$ cat src/design/supply_monitor_pkg.sv
// Purpose: shared constants and types of the supply monitor control block
// Assumes: 16-bit register port with byte offsets, 20 MHz system clock
// Notes:   register state and output groups travel as packed structs
package supply_monitor_pkg;

  // register offsets on the plain register port
  localparam logic [3:0] OFS_CLOCK_CTRL  = 4'h0;
  localparam logic [3:0] OFS_CTRL        = 4'h2;
  localparam logic [3:0] OFS_FLAG        = 4'h4;
  localparam logic [3:0] OFS_IRQ_ENABLE  = 4'h6;
  localparam logic [3:0] OFS_PROTECT     = 4'h8;

  // protection key and special field codes
  localparam logic [15:0] PROTECT_KEY    = 16'h0096;
  localparam logic [3:0]  RESET_SEL_CODE = 4'hA;
  localparam logic [1:0]  MODE_CONT      = 2'h0;
  localparam logic [4:0]  LEVEL_BAD_LOW  = 5'h00;
  localparam logic [4:0]  LEVEL_BAD_HIGH = 5'h1F;

  // intermittent period, last tick index for /128, /256, /512
  localparam logic [8:0] PER_LAST_128 = 9'h07F;
  localparam logic [8:0] PER_LAST_256 = 9'h0FF;
  localparam logic [8:0] PER_LAST_512 = 9'h1FF;

  // reset values of the register fields
  localparam logic       RST_DEBUG_RUN = 1'b1;
  localparam logic [2:0] RST_CLK_DIV   = 3'h0;
  localparam logic [1:0] RST_CLK_SRC   = 2'h0;

  // hardware reset time after disabling, in ns and in clk_sys cycles
  localparam int          CLK_PERIOD_NS = 50;
  localparam int          DISABLE_NS    = 200;
  localparam logic [2:0]  DIS_LAST      = 3'((DISABLE_NS + CLK_PERIOD_NS - 1)
                                             / CLK_PERIOD_NS - 1);

  typedef enum logic [1:0] {PH_IDLE, PH_CONT, PH_SLEEP, PH_SAMPLE} phase_t;

  typedef struct packed {
    logic       debug_run;
    logic [2:0] divider;
    logic [1:0] source;
  } clk_cfg_t;

  typedef struct packed {
    logic       power;
    logic       source_sel;
    logic [4:0] level;
  } comp_ctrl_t;

  typedef struct packed {
    logic       prot_open;
    clk_cfg_t   clk;
    logic       vsel;
    logic [1:0] low_cnt_sel;
    logic [4:0] thresh;
    logic [3:0] rst_sel;
    logic [1:0] run_mode;
    logic       enable;
    logic       flag;
    logic       ie;
    logic       result;
    logic       fired;
    logic       rst_out;
    logic       irq;
    logic       comp_on;
    logic       disabling;
    logic [2:0] dis_cnt;
    logic [2:0] cmp_s;
    logic       cmp_f;
    logic [2:0] ck_s;
    logic       ck_f;
    phase_t     phase;
    logic [8:0] per_cnt;
    logic [1:0] settle;
    logic [3:0] low_run;
    logic [15:0] rdata;
  } state_t;

endpackage : supply_monitor_pkg

$ cat src/design/supply_voltage_detector_ctrl.sv
// Purpose: control logic of the on-chip supply voltage detector
// Assumes: analog comparator and detector clock come in asynchronously
// Notes:   register writes to clock and control need the protect key
//
// Summary of operation
// - result bit reads 1 when sensed voltage is below threshold
// - run mode 0 compares continuously and keeps updating result
// - continuous low sets flag, or issues reset when reset select is 0xA
// - run modes 1 to 3 power comparator periodically for one detection
// - intermittent period is detector clock over 128, 256 or 512
// - intermittent event needs 1, 2, 4 or 8 consecutive low detections
// - low count ignored in continuous mode; writes only when mode nonzero
// - interrupt request only while flag and enable set; write 1 clears
// - flag stays set after supply recovers until software clears it
// - reset select 0xA chooses reset, any other value interrupt
// - reset asserts at the moment the flag would otherwise be set
// - after reset detector runs continuous and keeps its sensed source
// - reset held until result returns to 0, then released
// - reset state reverts clock fields, clears low count, mode, irq enable
// - debug run bit keeps detector clock running in debug mode
// - clock source and divider codes are stored for the clock generator
// - threshold selects 30 levels; codes 0x00 and 0x1F are refused
// - voltage select routes external pin when 1, main supply when 0
// - disabling resets detector hardware; enable reads 0 when finished
// - changing count, reset select, mode or clearing flag reinitializes
//
// Our own choices: the register offsets and the address-and-strobe port.
`timescale 1ns/100ps
module supply_voltage_detector_ctrl
  import supply_monitor_pkg::*;
#(
  parameter int SETTLE_TICKS = 2
) (
  input  wire logic        clk_sys,
  input  wire logic        rst_n,
  input  wire logic [3:0]  reg_addr,
  input  wire logic [15:0] reg_wdata,
  input  wire logic        reg_wr,
  input  wire logic        reg_rd,
  output      logic [15:0] reg_rdata,
  input  wire logic        detector_clock,
  input  wire logic        debug_mode,
  input  wire logic        comp_low,
  output      comp_ctrl_t  comp_ctrl,
  output      clk_cfg_t    clock_cfg,
  output      logic        irq,
  output      logic        monitor_reset
);

  if (SETTLE_TICKS < 1 || SETTLE_TICKS > 3) begin : g_chk
    $error("SETTLE_TICKS must lie between 1 and 3");
  end

  // how the block is put together:
  // - all state lives in one packed struct, filled by one combinational
  //   process and registered by one clocked process
  // - the comparator result and the detector clock are asynchronous and
  //   pass three flops; a change counts once stages two and three agree,
  //   which costs four system cycles of latency but rejects a single
  //   glitch from the analog side
  // - the detector clock is never used as a clock here; its settled rising
  //   edge becomes a one-cycle tick, so the whole block stays in one domain
  // - the period counter keeps counting through the settle ticks, so the
  //   distance between two detections is the full period in every mode
  // limitation: disabling while the reset request stands leaves the request
  // up, because release needs a continuous compare that sees recovery
  state_t s;
  state_t next_s;

  logic       wr_clk;
  logic       wr_ctl;
  logic       wr_flag;
  logic       wr_ie;
  logic       active;
  logic       tick;
  logic       reinit;
  logic       event_low;
  logic [3:0] need;
  logic [8:0] per_last;

  // bus decode; clock and control writes need the unlock key
  assign wr_clk  = reg_wr && reg_addr == OFS_CLOCK_CTRL && s.prot_open;
  assign wr_ctl  = reg_wr && reg_addr == OFS_CTRL && s.prot_open;
  assign wr_flag = reg_wr && reg_addr == OFS_FLAG;
  assign wr_ie   = reg_wr && reg_addr == OFS_IRQ_ENABLE;
  assign active  = s.enable && !s.disabling;

  // a detector tick is a settled rising edge, frozen in debug unless allowed
  assign tick = s.ck_s[1] == s.ck_s[2] && s.ck_s[2] && !s.ck_f
                && !(debug_mode && !s.clk.debug_run);

  assign need = 4'h1 << s.low_cnt_sel;

  // period length per run mode
  always_comb begin
    unique case (s.run_mode)
      2'h1:    per_last = PER_LAST_128;
      2'h2:    per_last = PER_LAST_256;
      default: per_last = PER_LAST_512;
    endcase
  end

  always_comb begin
    next_s    = s;
    reinit    = 1'b0;
    event_low = 1'b0;

    // three-stage synchronisers; a change counts once stages 2 and 3 agree
    next_s.cmp_s = {s.cmp_s[1:0], comp_low};
    next_s.ck_s  = {s.ck_s[1:0], detector_clock};
    if (s.cmp_s[1] == s.cmp_s[2]) begin
      next_s.cmp_f = s.cmp_s[2];
    end
    if (s.ck_s[1] == s.ck_s[2]) begin
      next_s.ck_f = s.ck_s[2];
    end

    // protection key register: only the exact key unlocks
    if (reg_wr && reg_addr == OFS_PROTECT) begin
      next_s.prot_open = reg_wdata == PROTECT_KEY;
    end

    if (wr_clk) begin
      next_s.clk.debug_run = reg_wdata[8];
      next_s.clk.divider   = reg_wdata[6:4];
      next_s.clk.source    = reg_wdata[1:0];
    end

    if (wr_ctl) begin
      next_s.vsel    = reg_wdata[15];
      next_s.rst_sel = reg_wdata[7:4];
      next_s.run_mode = reg_wdata[2:1];
      // prohibited threshold codes keep the previous level
      if (reg_wdata[12:8] != LEVEL_BAD_LOW && reg_wdata[12:8] != LEVEL_BAD_HIGH) begin
        next_s.thresh = reg_wdata[12:8];
      end
      // the count field only accepts writes outside continuous mode
      if (s.run_mode != MODE_CONT) begin
        next_s.low_cnt_sel = reg_wdata[14:13];
      end
      if (s.enable && (next_s.low_cnt_sel != s.low_cnt_sel
          || next_s.rst_sel != s.rst_sel || next_s.run_mode != s.run_mode)) begin
        reinit = 1'b1;
      end
      // enable: a 0 starts the hardware reset, a 1 while it runs is ignored
      if (!reg_wdata[0] && s.enable && !s.disabling) begin
        next_s.disabling = 1'b1;
        next_s.dis_cnt   = DIS_LAST;
      end else if (reg_wdata[0] && !s.enable) begin
        next_s.enable = 1'b1;
        reinit        = 1'b1;
      end
    end

    if (wr_ie) begin
      next_s.ie = reg_wdata[0];
    end

    // hardware reset of the detector; registers and flag survive
    if (s.disabling) begin
      if (s.dis_cnt == 3'h0) begin
        next_s.enable    = 1'b0;
        next_s.disabling = 1'b0;
      end else begin
        next_s.dis_cnt = s.dis_cnt - 3'h1;
      end
    end

    // detection sequencing
    if (!active) begin
      next_s.phase   = PH_IDLE;
      next_s.low_run = 4'h0;
      next_s.fired   = 1'b0;
      next_s.per_cnt = 9'h000;
    end else if (s.run_mode == MODE_CONT) begin
      next_s.phase  = PH_CONT;
      next_s.result = s.cmp_f;
      // one event per low episode; rearmed by recovery or reinit
      if (s.cmp_f && !s.fired) begin
        event_low    = 1'b1;
        next_s.fired = 1'b1;
      end else if (!s.cmp_f) begin
        next_s.fired = 1'b0;
      end
    end else begin
      if (s.phase != PH_SLEEP && s.phase != PH_SAMPLE) begin
        next_s.phase   = PH_SLEEP;
        next_s.per_cnt = 9'h000;
      end else if (tick) begin
        if (s.per_cnt == per_last) begin
          next_s.per_cnt = 9'h000;
          next_s.phase   = PH_SAMPLE;
          next_s.settle  = 2'(SETTLE_TICKS - 1);
        end else begin
          next_s.per_cnt = s.per_cnt + 9'h001;
        end
        // comparator has settled: take one result and power down
        if (s.phase == PH_SAMPLE && s.settle == 2'h0) begin
          next_s.phase  = PH_SLEEP;
          next_s.result = s.cmp_f;
          if (!s.cmp_f) begin
            next_s.low_run = 4'h0;
          end else if (s.low_run + 4'h1 >= need) begin
            event_low      = 1'b1;
            next_s.low_run = 4'h0;
          end else begin
            next_s.low_run = s.low_run + 4'h1;
          end
        end else if (s.phase == PH_SAMPLE) begin
          next_s.settle = s.settle - 2'h1;
        end
      end
    end

    // low event: reset when selected, flag otherwise, at the same moment
    if (event_low && s.rst_sel == RESET_SEL_CODE) begin
      next_s.rst_out = 1'b1;
    end else if (event_low) begin
      next_s.flag = 1'b1;
    end else if (wr_flag && reg_wdata[0]) begin
      // clear only without a simultaneous low event; flag holds otherwise
      next_s.flag = 1'b0;
      if (s.enable) begin
        reinit = 1'b1;
      end
    end

    // reset state: continuous mode, fields forced; source and level kept
    if (next_s.rst_out) begin
      next_s.run_mode    = MODE_CONT;
      next_s.low_cnt_sel = 2'h0;
      next_s.ie          = 1'b0;
      next_s.clk.debug_run = RST_DEBUG_RUN;
      next_s.clk.divider   = RST_CLK_DIV;
      next_s.clk.source    = RST_CLK_SRC;
      // released once a continuous compare sees recovery
      if (s.rst_out && s.phase == PH_CONT && !s.cmp_f) begin
        next_s.rst_out = 1'b0;
      end
    end

    if (reinit) begin
      next_s.phase   = PH_IDLE;
      next_s.per_cnt = 9'h000;
      next_s.low_run = 4'h0;
      next_s.fired   = 1'b0;
      next_s.settle  = 2'h0;
    end

    // outputs registered from the next state
    next_s.irq     = next_s.flag && next_s.ie;
    next_s.comp_on = next_s.phase == PH_CONT || next_s.phase == PH_SAMPLE;

    // read data stands only in the cycle after the strobe
    next_s.rdata = 16'h0000;
    if (reg_rd) begin
      unique case (reg_addr)
        OFS_CLOCK_CTRL: next_s.rdata = {7'h00, s.clk.debug_run, 1'b0, s.clk.divider,
                                        2'h0, s.clk.source};
        OFS_CTRL:       next_s.rdata = {s.vsel, s.low_cnt_sel, s.thresh, s.rst_sel,
                                        1'b0, s.run_mode, s.enable};
        OFS_FLAG:       next_s.rdata = {7'h00, s.result, 7'h00, s.flag};
        OFS_IRQ_ENABLE: next_s.rdata = {15'h0000, s.ie};
        OFS_PROTECT:    next_s.rdata = {15'h0000, s.prot_open};
        default:        next_s.rdata = 16'h0000;
      endcase
    end
  end

  // single state register; all fields take constants under reset
  always_ff @(posedge clk_sys or negedge rst_n) begin
    if (!rst_n) begin
      s             <= '0;
      s.clk.debug_run <= RST_DEBUG_RUN;
      s.clk.divider <= RST_CLK_DIV;
      s.clk.source  <= RST_CLK_SRC;
      s.phase       <= PH_IDLE;
    end else begin
      s <= next_s;
    end
  end

  // every output straight from the state register
  assign reg_rdata            = s.rdata;
  assign comp_ctrl.power      = s.comp_on;
  assign comp_ctrl.source_sel = s.vsel;
  assign comp_ctrl.level      = s.thresh;
  assign clock_cfg            = s.clk;
  assign irq                  = s.irq;
  assign monitor_reset        = s.rst_out;
endmodule : supply_voltage_detector_ctrl

$ cat config.mk
export PLATFORM = sky130hd
export DESIGN_NAME = supply_voltage_detector_ctrl
export DESIGN_NICKNAME = d
export VERILOG_FILES = /design/src/design/supply_monitor_pkg.sv /design/src/design/supply_voltage_detector_ctrl.sv
export SDC_FILE = /design/constraint.sdc
export NUM_CORES = 1
export LEC_CHECK = 0
export ABC_AREA = 1
export BUFFER_PORTS_ARGS = -buffer_cell sky130_fd_sc_hd__buf_4
export CAP_MARGIN = 20
export CORE_MARGIN = 1
export CORE_UTILIZATION = 30
export DETAILED_ROUTE_END_ITERATION = 12
export GPL_TIMING_DRIVEN = 0
export SLEW_MARGIN = 40
export SYNTH_ARGS = -nofsm -noshare
export SYNTH_HDL_FRONTEND = slang
export SYNTH_SLANG_ARGS = --single-unit
$ cat constraint.sdc
create_clock -name clk_sys -period 3 [get_ports clk_sys]
set_clock_uncertainty 0.2 [all_clocks]
set_input_delay 0.75 -clock clk_sys [delete_from_list [all_inputs] [get_ports clk_sys]]
set_output_delay 0.75 -clock clk_sys [all_outputs]
set_load 0.03 [all_outputs]
* Word-level counts from Yosys, hierarchy flattened *
Cells that the tools add are included.

operators by class
  bitwise operators = 0
  multipliers = 0
  shift-type cells = 1
  reductions and logical operators = 54
  add/sub/neg operators = 4
  $lt $le $gt $ge = 1
  div/mod/pow operators = 0
  mux-type cells = 75
  equality and inequality tests = 31

operator list
  operator               count
  $pmux W16 S5           1
  $mux W1                38
  $mux W17               2
  $mux W2                15
  $mux W4                7
  $logic_and A1 B1 Y1    25
  $mux W11               2
  $mux W6                3
  $pmux W9 S2            1
  $eq A16 B8 Y1 const B  1
  $mux W16               1
  $mux W15               1
  $mux W14               1
  $reduce_bool A2 Y1     7
  $reduce_and A4 Y1      3
  $ne A2 B2 Y1 const B   5
  $add A9 B1 Y9 const B  1
  $eq A9 B9 Y1           1
  $mux W9                1
  $ne A3 B1 Y1 const B   3
  $eq A4 B3 Y1 const B   2
  $eq A4 B4 Y1 const B   2
  $logic_not A1 Y1       8
  $eq A2 B1 Y1 const B   3
  other kinds (22)       32

word-level totals
  latch bits = 0
  logic and storage cells = 194
  input bits = 27
  ROM bits = 0
  RAM bits = 0
  flip-flop bits (word level) = 74
  memories = 0
  output and inout bits = 31

* Logic depth before layout (Yosys ltp) *
Gate-level depths: netlist (run 1).

  word-level depth = 19
  mapped depth = 17

* Least setup slack after synthesis (run 1) *
No wires, ideal clock.

  path type = register to register
  start point = register s[16] (netlist name)
  end point = register s[50] (netlist name)
  data required time = 2.674 ns
  setup time = 0.126 ns
  clock period less this slack = 2.351 ns
  cell stages (with the launch flop) = 16
  path slack = 0.649 ns
  data arrival time = 2.025 ns
  cell sequence = dfrtp_1 > ha_1 > xnor2_1 > inv_1 > ha_1 > nand2_1 > inv_1 > nand2_1 > nand3_1 > nand2_1 > nand2_1 > nand2_2 > or2_1 > nand2_1 > buf_4 > nor2_1

RTL lines
  what                      RTL line                             text
  start: declaration        supply_voltage_detector_ctrl.sv:67   state_t s;
  start signal: assignment  supply_voltage_detector_ctrl.sv:279  s <= next_s;

* Worst setup path after layout (run 1) *
  start point = register s[16] (netlist name)
  end point = register s (netlist bit clock_cfg[4])

on the way
  word-level cells in the longest chain between the ends = 12

ends and longest elaborated chain
  what                                                  RTL line                             text
  $add A4 B1 Y4 (*)                                     supply_voltage_detector_ctrl.sv:203  end else if (s.low_run + 4'h1 >= need) begin
  $ge A4 B4 Y1 (*)                                      supply_voltage_detector_ctrl.sv:203
  $mux W1 (*)                                           supply_voltage_detector_ctrl.sv:203
  $mux W1 (*)                                           supply_voltage_detector_ctrl.sv:201  if (!s.cmp_f) begin
  $mux W1 (*)                                           supply_voltage_detector_ctrl.sv:198  if (s.phase == PH_SAMPLE && s.settle == 2'h0) begin
  $mux W1 (*)                                           supply_voltage_detector_ctrl.sv:189  end else if (tick) begin
  $mux W1 (*)                                           supply_voltage_detector_ctrl.sv:186  if (s.phase != PH_SLEEP && s.phase != PH_SAMPLE) begin
  $mux W1 (*)                                           supply_voltage_detector_ctrl.sv:175  end else if (s.run_mode == MODE_CONT) begin
  $mux W1 (*)                                           supply_voltage_detector_ctrl.sv:170  if (!active) begin
  $logic_and A1 B1 Y1 (*)                               supply_voltage_detector_ctrl.sv:216  if (event_low && s.rst_sel == RESET_SEL_CODE) begin
  $mux W1 (*)                                           supply_voltage_detector_ctrl.sv:216
  $mux W6 / $reduce_bool A2 Y1 (equally long branches)  -

Every way passes the cells marked *; elsewhere a longest branch is shown, timed or not.
A chain may end at the register's enable or synchronous reset.

==> out/metrics.yaml, run 1 <==
status:
  status: "complete, no violations"
final_layout:
  syn_to_final_growth_pct: 24.1
  multi_input_area_um2: 1790
  seq_area_um2: 1800
  final_core_util: 0.383
  nNetsFinal: 623
  drive_above_1_share: 0.233
  n_fill_cell: 1354
  num_antenna_cells: 0
floorplan:
  ioPinCount: 58
  die_area_um2: 14200
  core_um2: 13300
  die_x_um: 119
  initial_utilization: 0.309
  die_y_um: 119
  fp-row-count: 42
sta:
  holdWs_ns: 0.147
  period_needed_ns: 2.70
  fmax_ghz: 0.371
  finalHoldViolCount: 0
  layout_worst_path_cycle_share: 0.899
  fin_setup_tns_ns: 0
  fin_ws_ns: 0.303
  tightestPinTransition_ns: 0.648
  rsz0062_at_grt: "false"
  finalSetupViolCount: 0
  max_slew_margin: 0.568
  slew_viol_final: 0
power:
  p_total_mw: 2.32
  ir_drop_mv: 0.242
  powerDensity_nw_per_um2: 455
  switchingPower_mw: 0.466
  p_comb_frac: 0.046
  swShare: 0.201
  seq_power_share: 0.426
  p_int_mw: 1.85
  power_frac_clock: 0.528
  leakagePower_nw: 2.54
synthesis:
  synth_cells: 516
  syn-cell-area_um2: 4110
  synthArstFlopShare: 1.00
  synth.distinct_cells: 47
  seq_area_frac_synth: 0.439
  synth_seq_cells: 72
  yosys_warnings: 0
  synth.net_count: 555
  synth_ff_type: "dfrtp_1"
  synth_edf_count: 0
  syn_avg_cell_area_um2: 7.96
route:
  wl_per_cell_um: 12.5
  drt-pass1-iter-count: 5
  wl_um: 9520
  antenna_left: 0
  vias_per_cell: 4.56
  drt_iter0_drc: 234
  vias: 3483
  drc: 0
clock_network:
  clk_latency_ns: 0.33
  tritoncts: "done"
  cts_buffers: 9
  cts_resized: 0
  root_buffer: "clkbuf_16"
  clkTransAtPathRegs_ns: 0.06
  clock_path_buffers: 2
  clock_sinks: 72
  cts_max_level: 3
global_routing:
  grt_pass1_vias: 3407
  overflow: 0
  grt_max_degree: 73
  grt_usage: 0.144
  grt_pass1_wl_um: 16100
  antenna_found_initial: 0
place:
  port_buffers: 56
  dp_hpwl_um: 7180
  pre_cts_slack_ns: 0.251
  gp_congestion: 0.815
worst_setup_path:
  required_ns: 3.01
  cp_max_fo: 10
  endpoint_kind: "flip-flop"
  worstSetupPathType: "reg -> reg"
  arrival_ns: 2.71
  startpoint_type: "flip-flop"
run:
  cap_violations: 0
min_path:
  holdCritPathClass: "reg -> reg"
## worst max-delay path, stage by stage (launching register included)
cell,delay [ns]
dfrtp_1,0.42
ha_1,0.23
xnor2_1,0.19
inv_1,0.07
ha_1,0.30
nand2_1,0.06
inv_1,0.05
nand2_1,0.05
nand3_1,0.17
nand2_1,0.08
nand2_1,0.08
nand2_2,0.08
or2_1,0.21
nand2_1,0.11
buf_4,0.20
a21oi_1,0.07
## cell usage in the layout, fill, tap and decap left out, types with 2 or more instances in the layout
master     netlist  layout
inv_2            5       5
buf_4           31      87
nor3b_1          4       4
o21ai_0         20      20
a21oi_1         22      22
inv_1           59      59
nor2_2           3       3
ha_1            12      12
nand2_1        134     134
clkbuf_1         3       5
dfrtp_1         71      71
nand2_2          5       5
inv_4            2       2
nand3_1         29      29
nand2_4          3       3
nor2_4           3       3
nand4_1          9       9
nor2_1          50      50
nor3_1          15      15
xor2_1           3       3
o2111ai_1        2       2
clkbuf_16        0       9
xnor2_1          4       4
bufinv_16        0       3
mux2_2           3       3
buf_6            1       2
## logic make-up after synthesis
| family | share of synthesized area |
|---|---|
| and+or+nand+nor | 0.289 |
| buffers and inverters | 0.125 |
| DFF | 0.439 |
| AOI/OAI and AO/OA | 0.0841 |
| adders and majority gates | 0.0390 |
| xor gates and xnor gates | 0.0149 |
| muxes | 0.00822 |
| other | 0.000913 |
## what timing repair did
action | 4_1_cts | 5_1_grt
buffers inserted | 0 | 1
hold buffers | 0 | 0
hold endpoints to repair | 0 | 0
endpoints found under the setup margin | 0 | 3
## cell usage after synthesis, types with 3 or more instances
master,number,area (µm²)
a21oi_1,22,110
buf_4,31,233
clkbuf_1,3,11.3
dfrtp_1,71,1780
ha_1,12,150
inv_1,59,221
inv_2,5,18.8
mux2_2,3,33.8
nand2_1,134,503
nand2_2,5,31.3
nand2_4,3,33.8
nand3_1,29,145
nand4_1,9,56.3
nor2_1,50,188
nor2_2,3,18.8
nor2_4,3,33.8
nor3_1,15,75.1
nor3b_1,4,30.0
o21ai_0,20,100
xnor2_1,4,35.0
xor2_1,3,26.3
## worst paths after layout
| kind | start | end | slack, ns | depth (start not counted) |
|---|---|---|---|---|
| min in group asynchronous | rst_n | reg_rdata[1] | 0.22 | 1 |
| max | s[16] | clock_cfg[4] | 0.30 | 15 |
| max reg2reg | s[16] | clock_cfg[4] | 0.30 | 15 |
| max in group asynchronous | rst_n | s[28] | 1.93 | 1 |
| min reg2reg | next_s[39] | next_s[40] | 0.15 | 0 |
| min | next_s[39] | next_s[40] | 0.15 | 0 |
## power groups by stage
stage / Combinational [mW] / Clock [mW] / Sequential, mW
final: 0.107 / 1.22 / 0.987
after detailed placement: 0.110 / 0 / 1.00
after floorplan: 0.0418 / 0 / 1.00
after global placement: 0.109 / 0 / 1.00
after global routing: 0.121 / 1.29 / 0.988
after CTS: 0.110 / 1.26 / 0.987
## state kept, by name, summed over array words and instances (netlist names)
signal         count
irq                1
s                 39
monitor_reset      1
next_s             4
clock_cfg          6
reg_rdata         15
comp_ctrl          6
## layout make-up
class | instances | share of cell area
timing repair buffer | 57 | 0.0847
buffer | 36 | 0.0511
tap | 176 | 0.0432
clock inverter | 3 | 0.0177
inverter | 66 | 0.0496
sequential | 72 | 0.354
clock buffer | 12 | 0.0484
multi-input combinational | 342 | 0.352
## stage by stage
stage	cells	cell area [µm²]
2_1_floorplan	516	4110
3_3_place_gp	748	4750
3_5_place_dp	748	4750
4_1_cts	763	5090
5_1_grt	764	5100
6_report	764	5100
## per-layer routing
layer	GRT usage	vias up	part of all wire
met4	0.0562	0	0.020
met3	0.0388	20	0.068
met2	0.229	93	0.46
li1	-	1757	-
met1	0.186	1613	0.45
met5	0	-	0
Note: power is estimated with default switching activity, not from simulation.
==> run 2: changes to the inputs <==
Clock period 3 ns to 2.8 ns, I/O delays scaled along.
==> run 2 against run 1 <==
  * Via count grew 0.63%
  * Setup slack lost 0.079 ns
  * Worst hold slack is the same
  * Global-route usage is the same
  * Highest routed layer unchanged
  * First-iteration DRC count grew 1.7%
  * Critical path type unchanged
  * Combinational power grew 7%
  * Final cell count grew 0.13%
  * Critical endpoint unchanged
  * Sequential power grew 7%
  * Sequential cell count is the same
==> out/metrics.yaml, run 2 (synthesis results as in run 1) <==
power:
  powerDensity_nw_per_um2: 485  # +6.6%
  p_total_mw: 2.48  # +7.1%
  ir_drop_mv: 0.260  # +7.2%
  leakagePower_nw: 2.54  # +0.12%
worst_setup_path:
  max_stage_delay_ns: 0.43  # about the same
  required_ns: 2.81  # -0.20 ns
  crit_path_frequent_cell: "nand2_1"
  cp_slowest_cell: "dfrtp_1"
  cp_num_buf_inv: 3  # unchanged
  startpoint_type: "flip-flop"
  arrival_ns: 2.58  # -0.13 ns
  endpoint_kind: "flip-flop"
  cp_max_fo: 10  # unchanged
  cp_top_family: "simple AND/OR/NAND/NOR gates"
  crit_chain: "ha_2 > xnor2_2 > inv_1 > ha_1 > nand2_1 > inv_1 > nand2_1 > nand3_2 > nand2_1 > nand2_1 > nand2_2 > or2_1 > nand2_1 > buf_4 > a21oi_1"
  worstSetupPathType: "reg -> reg"
run:
  cap_violations: 0  # unchanged
floorplan:
  die_area_um2: 14200  # unchanged
  core_um2: 13300  # unchanged
  initial_utilization: 0.309  # unchanged
  ioPinCount: 58  # unchanged
  fp-row-count: 42  # unchanged
  die_y_um: 119  # unchanged
  die_x_um: 119  # unchanged
route:
  wl_um: 9560  # +0.41%
  antenna_left: 0  # unchanged
  wl_per_cell_um: 12.5  # +0.28%
  drc: 0  # unchanged
  drt-pass1-iter-count: 5  # unchanged
  vias_per_cell: 4.58  # +0.50%
  vias: 3505  # +0.63%
  drt_iter0_drc: 238  # +1.7%
sta:
  tightestPinTransition_ns: 0.649  # +0.000880 ns
  fmax_ghz: 0.388  # +4.7%
  holdWs_ns: 0.147  # unchanged
  fin_setup_tns_ns: 0  # unchanged
  layout_worst_path_cycle_share: 0.920  # +0.0210
  max_slew_margin: 0.567  # -0.000586
  rsz0062_at_grt: "false"
  finalHoldViolCount: 0  # unchanged
  slew_viol_final: 0  # unchanged
  finalSetupViolCount: 0  # unchanged
  period_needed_ns: 2.58  # -0.121 ns
final_layout:
  layout_common_cells: "134 x nand2_1, 88 x buf_4, 71 x dfrtp_1"
  syn_to_final_growth_pct: 24.6
  nNetsFinal: 624  # +0.16%
  num_antenna_cells: 0  # unchanged
  multi_input_area_um2: 1810  # +0.84%
  seq_area_um2: 1800  # unchanged
  largest_reg_flops: 39  # unchanged
  drive_above_1_share: 0.239  # +0.00640
  n_fill_cell: 1349  # -0.37%
  largest_register: "s"
  final_common_cell: "nand2_1"
  stdcell_count: 765  # +0.13%
global_routing:
  antenna_found_initial: 0  # unchanged
  grt_max_degree: 73  # unchanged
  grt_usage: 0.144  # unchanged
  grt_pass1_vias: 3407  # unchanged
  overflow: 0  # unchanged
  grt_pass1_wl_um: 16100  # unchanged
clock_network:
  clock_path_buffers: 2  # unchanged
  root_buffer: "clkbuf_16"
  clock_sinks: 72  # unchanged
  clkTransAtPathRegs_ns: 0.06  # about the same
  cts_max_level: 3  # unchanged
  tritoncts: "done"
  cts_buffers: 9  # unchanged
  clk_latency_ns: 0.33  # about the same
place:
  gp_congestion: 0.815  # unchanged
  dp_hpwl_um: 7180  # unchanged
  port_buffers: 56  # unchanged
  dp.cells: 748  # unchanged
status:
  status: "complete, no violations"
min_path:
  holdCritPathClass: "reg -> reg"
## run 2: cell types whose count changed in the layout (fill, tap and decap cells not counted)
| cell | before | now |
|---|---|---|
| nand3_1 | 29 | 28 |
| nand3_2 | 1 | 2 |
| buf_4 | 87 | 88 |
| ha_2 | 0 | 1 |
| ha_1 | 12 | 11 |
| xnor2_2 | 0 | 1 |
| xnor2_1 | 4 | 3 |
## run 2: metal layers
metal	up-vias	part of all wire	global-route usage
li1	1760	-	-
met5	-	0	0
met2	100	0.47	0.229
met3	19	0.066	0.0388
met1	1626	0.45	0.186
met4	0	0.019	0.0562
## run 2: timing repair
item	in CTS	in global routing
resized for setup	0	3
setup buffers	0	2
endpoints found under the setup margin	0	24
hold buffers	0	0
## run 2: where the power goes
group	leakage (nW)	total (mW)	internal (mW)	switching, mW
Clock	0.163	1.31	0.890	0.420
Sequential	0.942	1.06	1.05	0.00587
Combinational	1.44	0.115	0.0434	0.0714
## run 2: area by class of cell
| class | instances | share of cell area |
|---|---|---|
| multi-input combinational | 342 | 0.353 |
| sequential | 72 | 0.352 |
| timing repair buffer | 58 | 0.0858 |
| buffer | 36 | 0.0508 |
| inverter | 66 | 0.0494 |
| clock buffer | 12 | 0.0482 |
| tap | 176 | 0.0430 |
| clock inverter | 3 | 0.0176 |
## run 2: worst register-to-register path: cells and delay by family (launching register included)
| family | cells | cell delay, ns |
|---|---|---|
| adders and majority gates | 2 | 0.52 |
| AOI/OAI and AO/OA | 1 | 0.07 |
| buffers and inverters | 3 | 0.32 |
| xor gates and xnor gates | 1 | 0.15 |
| DFF | 1 | 0.43 |
| and+or+nand+nor | 8 | 0.77 |
## run 2: metrics by stage
step	setup slack [ns]	util	area, µm²
after detailed placement	0.0513	0.357	4750
after CTS	0.0345	0.383	5090
after global placement	0.117	0.357	4750
after global routing	0.0204	0.385	5120
final	0.224	0.385	5120
after floorplan	0.449	-	4110
## run 2: final timing paths
kind / endpoint / cells after the start / slack (ns) / start
max in group asynchronous: s[21] / 1 / 1.78 / rst_n
setup / recovery: clock_cfg[4] / 15 / 0.22 / s[16]
min in group asynchronous: reg_rdata[1] / 1 / 0.17 / rst_n
setup reg to reg: clock_cfg[4] / 15 / 0.22 / s[16]
hold / removal: next_s[40] / 0 / 0.15 / next_s[39]
hold reg to reg: next_s[40] / 0 / 0.15 / next_s[39]
==> run 3: changes to the inputs <==
Settings changed: PLACE_DENSITY from default to 0.51.
==> run 3 against run 2 <==
  * Sequential share of layout area is 0.18 points higher
  * Worst hold slack worse by 0.00060 ns
  * Register-to-register slack worse by 0.02 ns
  * Wire length is 1.0% lower
  * Die area stayed put
  * Sequential power hardly changed
  * Core utilization is 0.17 points lower
  * Maximum frequency is 0.59% lower
  * Largest power group unchanged
==> out/metrics.yaml, run 3 (synthesis results as in run 1) <==
status:
  status: "complete, no violations"
floorplan:
  die_area_um2: 14200  # unchanged
  die_y_um: 119  # unchanged
  ioPinCount: 58  # unchanged
  core_um2: 13300  # unchanged
  initial_utilization: 0.309  # unchanged
  die_x_um: 119  # unchanged
  fp-row-count: 42  # unchanged
worst_setup_path:
  crit_path_frequent_cell: "nand2_1"
  crit_chain: "ha_1 > xnor2_1 > inv_1 > ha_1 > nand2_1 > inv_1 > nand2_1 > nand3_2 > nand2_1 > nand2_1 > nand2_2 > nand2_4 > nand2_4 > buf_6 > nor2_1 > nand2_1 > nand2_1"
  required_ns: 2.82  # about the same
  r2r_setup_slack_ns: 0.21  # -0.02 ns
  cp_slowest_cell: "dfrtp_2"
  max_stage_delay_ns: 0.44  # about the same
  worstSetupPathType: "reg -> reg"
  startpoint_type: "flip-flop"
  cp_max_fo: 10  # unchanged
  endpoint_kind: "flip-flop"
  cp_top_family: "simple AND/OR/NAND/NOR gates"
  arrival_ns: 2.62  # +0.04 ns
  cp_num_buf_inv: 3  # unchanged
min_path:
  holdCritPathClass: "reg -> reg"
global_routing:
  grt_max_degree: 73  # unchanged
  grt_usage: 0.143  # -0.00145
  overflow: 0  # unchanged
  grt_pass1_vias: 3428  # +0.62%
  antenna_found_initial: 0  # unchanged
  grt_pass1_wl_um: 15900  # -1.5%
final_layout:
  nNetsFinal: 623  # -0.16%
  num_antenna_cells: 0  # unchanged
  largest_reg_flops: 39  # unchanged
  final_core_util: 0.383  # -0.00169
  final_common_cell: "nand2_1"
  largest_register: "s"
  layout_common_cells: "134 x nand2_1, 87 x buf_4, 70 x dfrtp_1"
  syn_to_final_growth_pct: 24.1
  drive_above_1_share: 0.241  # +0.00170
power:
  seq_power_share: 0.434  # +0.008
  switchingPower_mw: 0.532  # +6.8%
  powerDensity_nw_per_um2: 478  # -1.5%
  p_total_mw: 2.43  # -1.9%
  leakagePower_nw: 2.54  # -0.18%
  p_comb_frac: 0.047  # about the same
  ir_drop_mv: 0.253  # -2.5%
  p_int_mw: 1.90  # -4.1%
  power_frac_clock: 0.519  # -0.009
  swShare: 0.218  # +0.0179
sta:
  period_needed_ns: 2.59  # +0.0153 ns
  fmax_ghz: 0.386  # -0.59%
  finalHoldViolCount: 0  # unchanged
  max_slew_margin: 0.553  # -0.0145
  tightestPinTransition_ns: 0.671  # +0.0217 ns
  fin_ws_ns: 0.209  # -0.0153 ns
  layout_worst_path_cycle_share: 0.925  # +0.00547
  fin_setup_tns_ns: 0  # unchanged
  slew_viol_final: 0  # unchanged
  rsz0062_at_grt: "false"
  finalSetupViolCount: 0  # unchanged
clock_network:
  root_buffer: "clkbuf_16"
  clock_sinks: 72  # unchanged
  cts_max_level: 3  # unchanged
  cts_buffers: 9  # unchanged
  tritoncts: "done"
  clock_path_buffers: 2  # unchanged
  clk_latency_ns: 0.34  # about the same
  clkTransAtPathRegs_ns: 0.06  # about the same
route:
  vias_per_cell: 4.47  # -2.5%
  antenna_left: 0  # unchanged
  drc: 0  # unchanged
  m1WireLength_um: 4380  # +2.1%
  wl_per_cell_um: 12.4  # -1.0%
  wl_met2_um: 4540  # +1.8%
  wl_met3_um: 426  # -32%
  drt_iter0_drc: 176  # -26%
  drt-pass1-iter-count: 4  # -1
  routed.top_layer: "met4"
  vias: 3418  # -2.5%
  wl_um: 9460  # -1.0%
place:
  gp_congestion: 0.828  # +1.7%
  dp_hpwl_um: 7090  # -1.3%
  port_buffers: 56  # unchanged
  pre_cts_slack_ns: 0.104  # +0.0531 ns
run:
  cap_violations: 0  # unchanged
run 3: cell count changes in the layout (fill, tap and decap cells not counted), sizes merged:
cell    change
clkbuf      -2
clkinv      +3
bufinv      -1
buf         -1
inv         +1
run 3: metal layers:
metal	vias to the layer above	track usage
met3	12	0.0426
met1	1581	0.175
met2	69	0.241
met5	-	0
li1	1756	-
met4	0	0.0419
run 3: timing repair:
item | CTS | global route
setup buffers | 0 | 1
hold buffers | 0 | 0
setup endpoints to repair | 0 | 23
gates resized for setup | 0 | 2
run 3: area by class of cell:
cell class	count	area [µm²]
clock inverters	6	91.3
fillers	1367	8200
clock buffers	10	239
repair buffers	57	432
multi-input cells	342	1800
inverters	66	253
flip-flops and latches	72	1800
plain buffers	36	260
well taps	176	220
run 3: path summary, 6_finish.rpt:
path	startpoint	to	cells after the start
setup / recovery	s[16]	s[16]	17
hold / removal	next_s[35]	next_s[36]	0
setup reg to reg	s[16]	s[16]	17
hold reg to reg	next_s[35]	next_s[36]	0
max in group asynchronous	rst_n	s[16]	1
min in group asynchronous	rst_n	reg_rdata[10]	1
run 3: metrics by stage:
stage | cells | hold WS [ns] | instance area [µm²]
5_1_grt | 765 | 0.153 | 5100
4_1_cts | 764 | 0.148 | 5080
6_report | 765 | 0.146 | 5100
2_1_floorplan | 516 | 0.131 | 4110
3_5_place_dp | 748 | 0.135 | 4750
3_3_place_gp | 748 | 0.135 | 4750
run 3: power groups by stage:
stage                     combinational [mW]  sequential [mW]  clock (mW)
final                                  0.115             1.06        1.26
after global routing                   0.131             1.06        1.34
after CTS                              0.119             1.06        1.30
after detailed placement               0.118             1.08           0
after global placement                 0.116             1.08           0
after floorplan                       0.0448             1.07           0
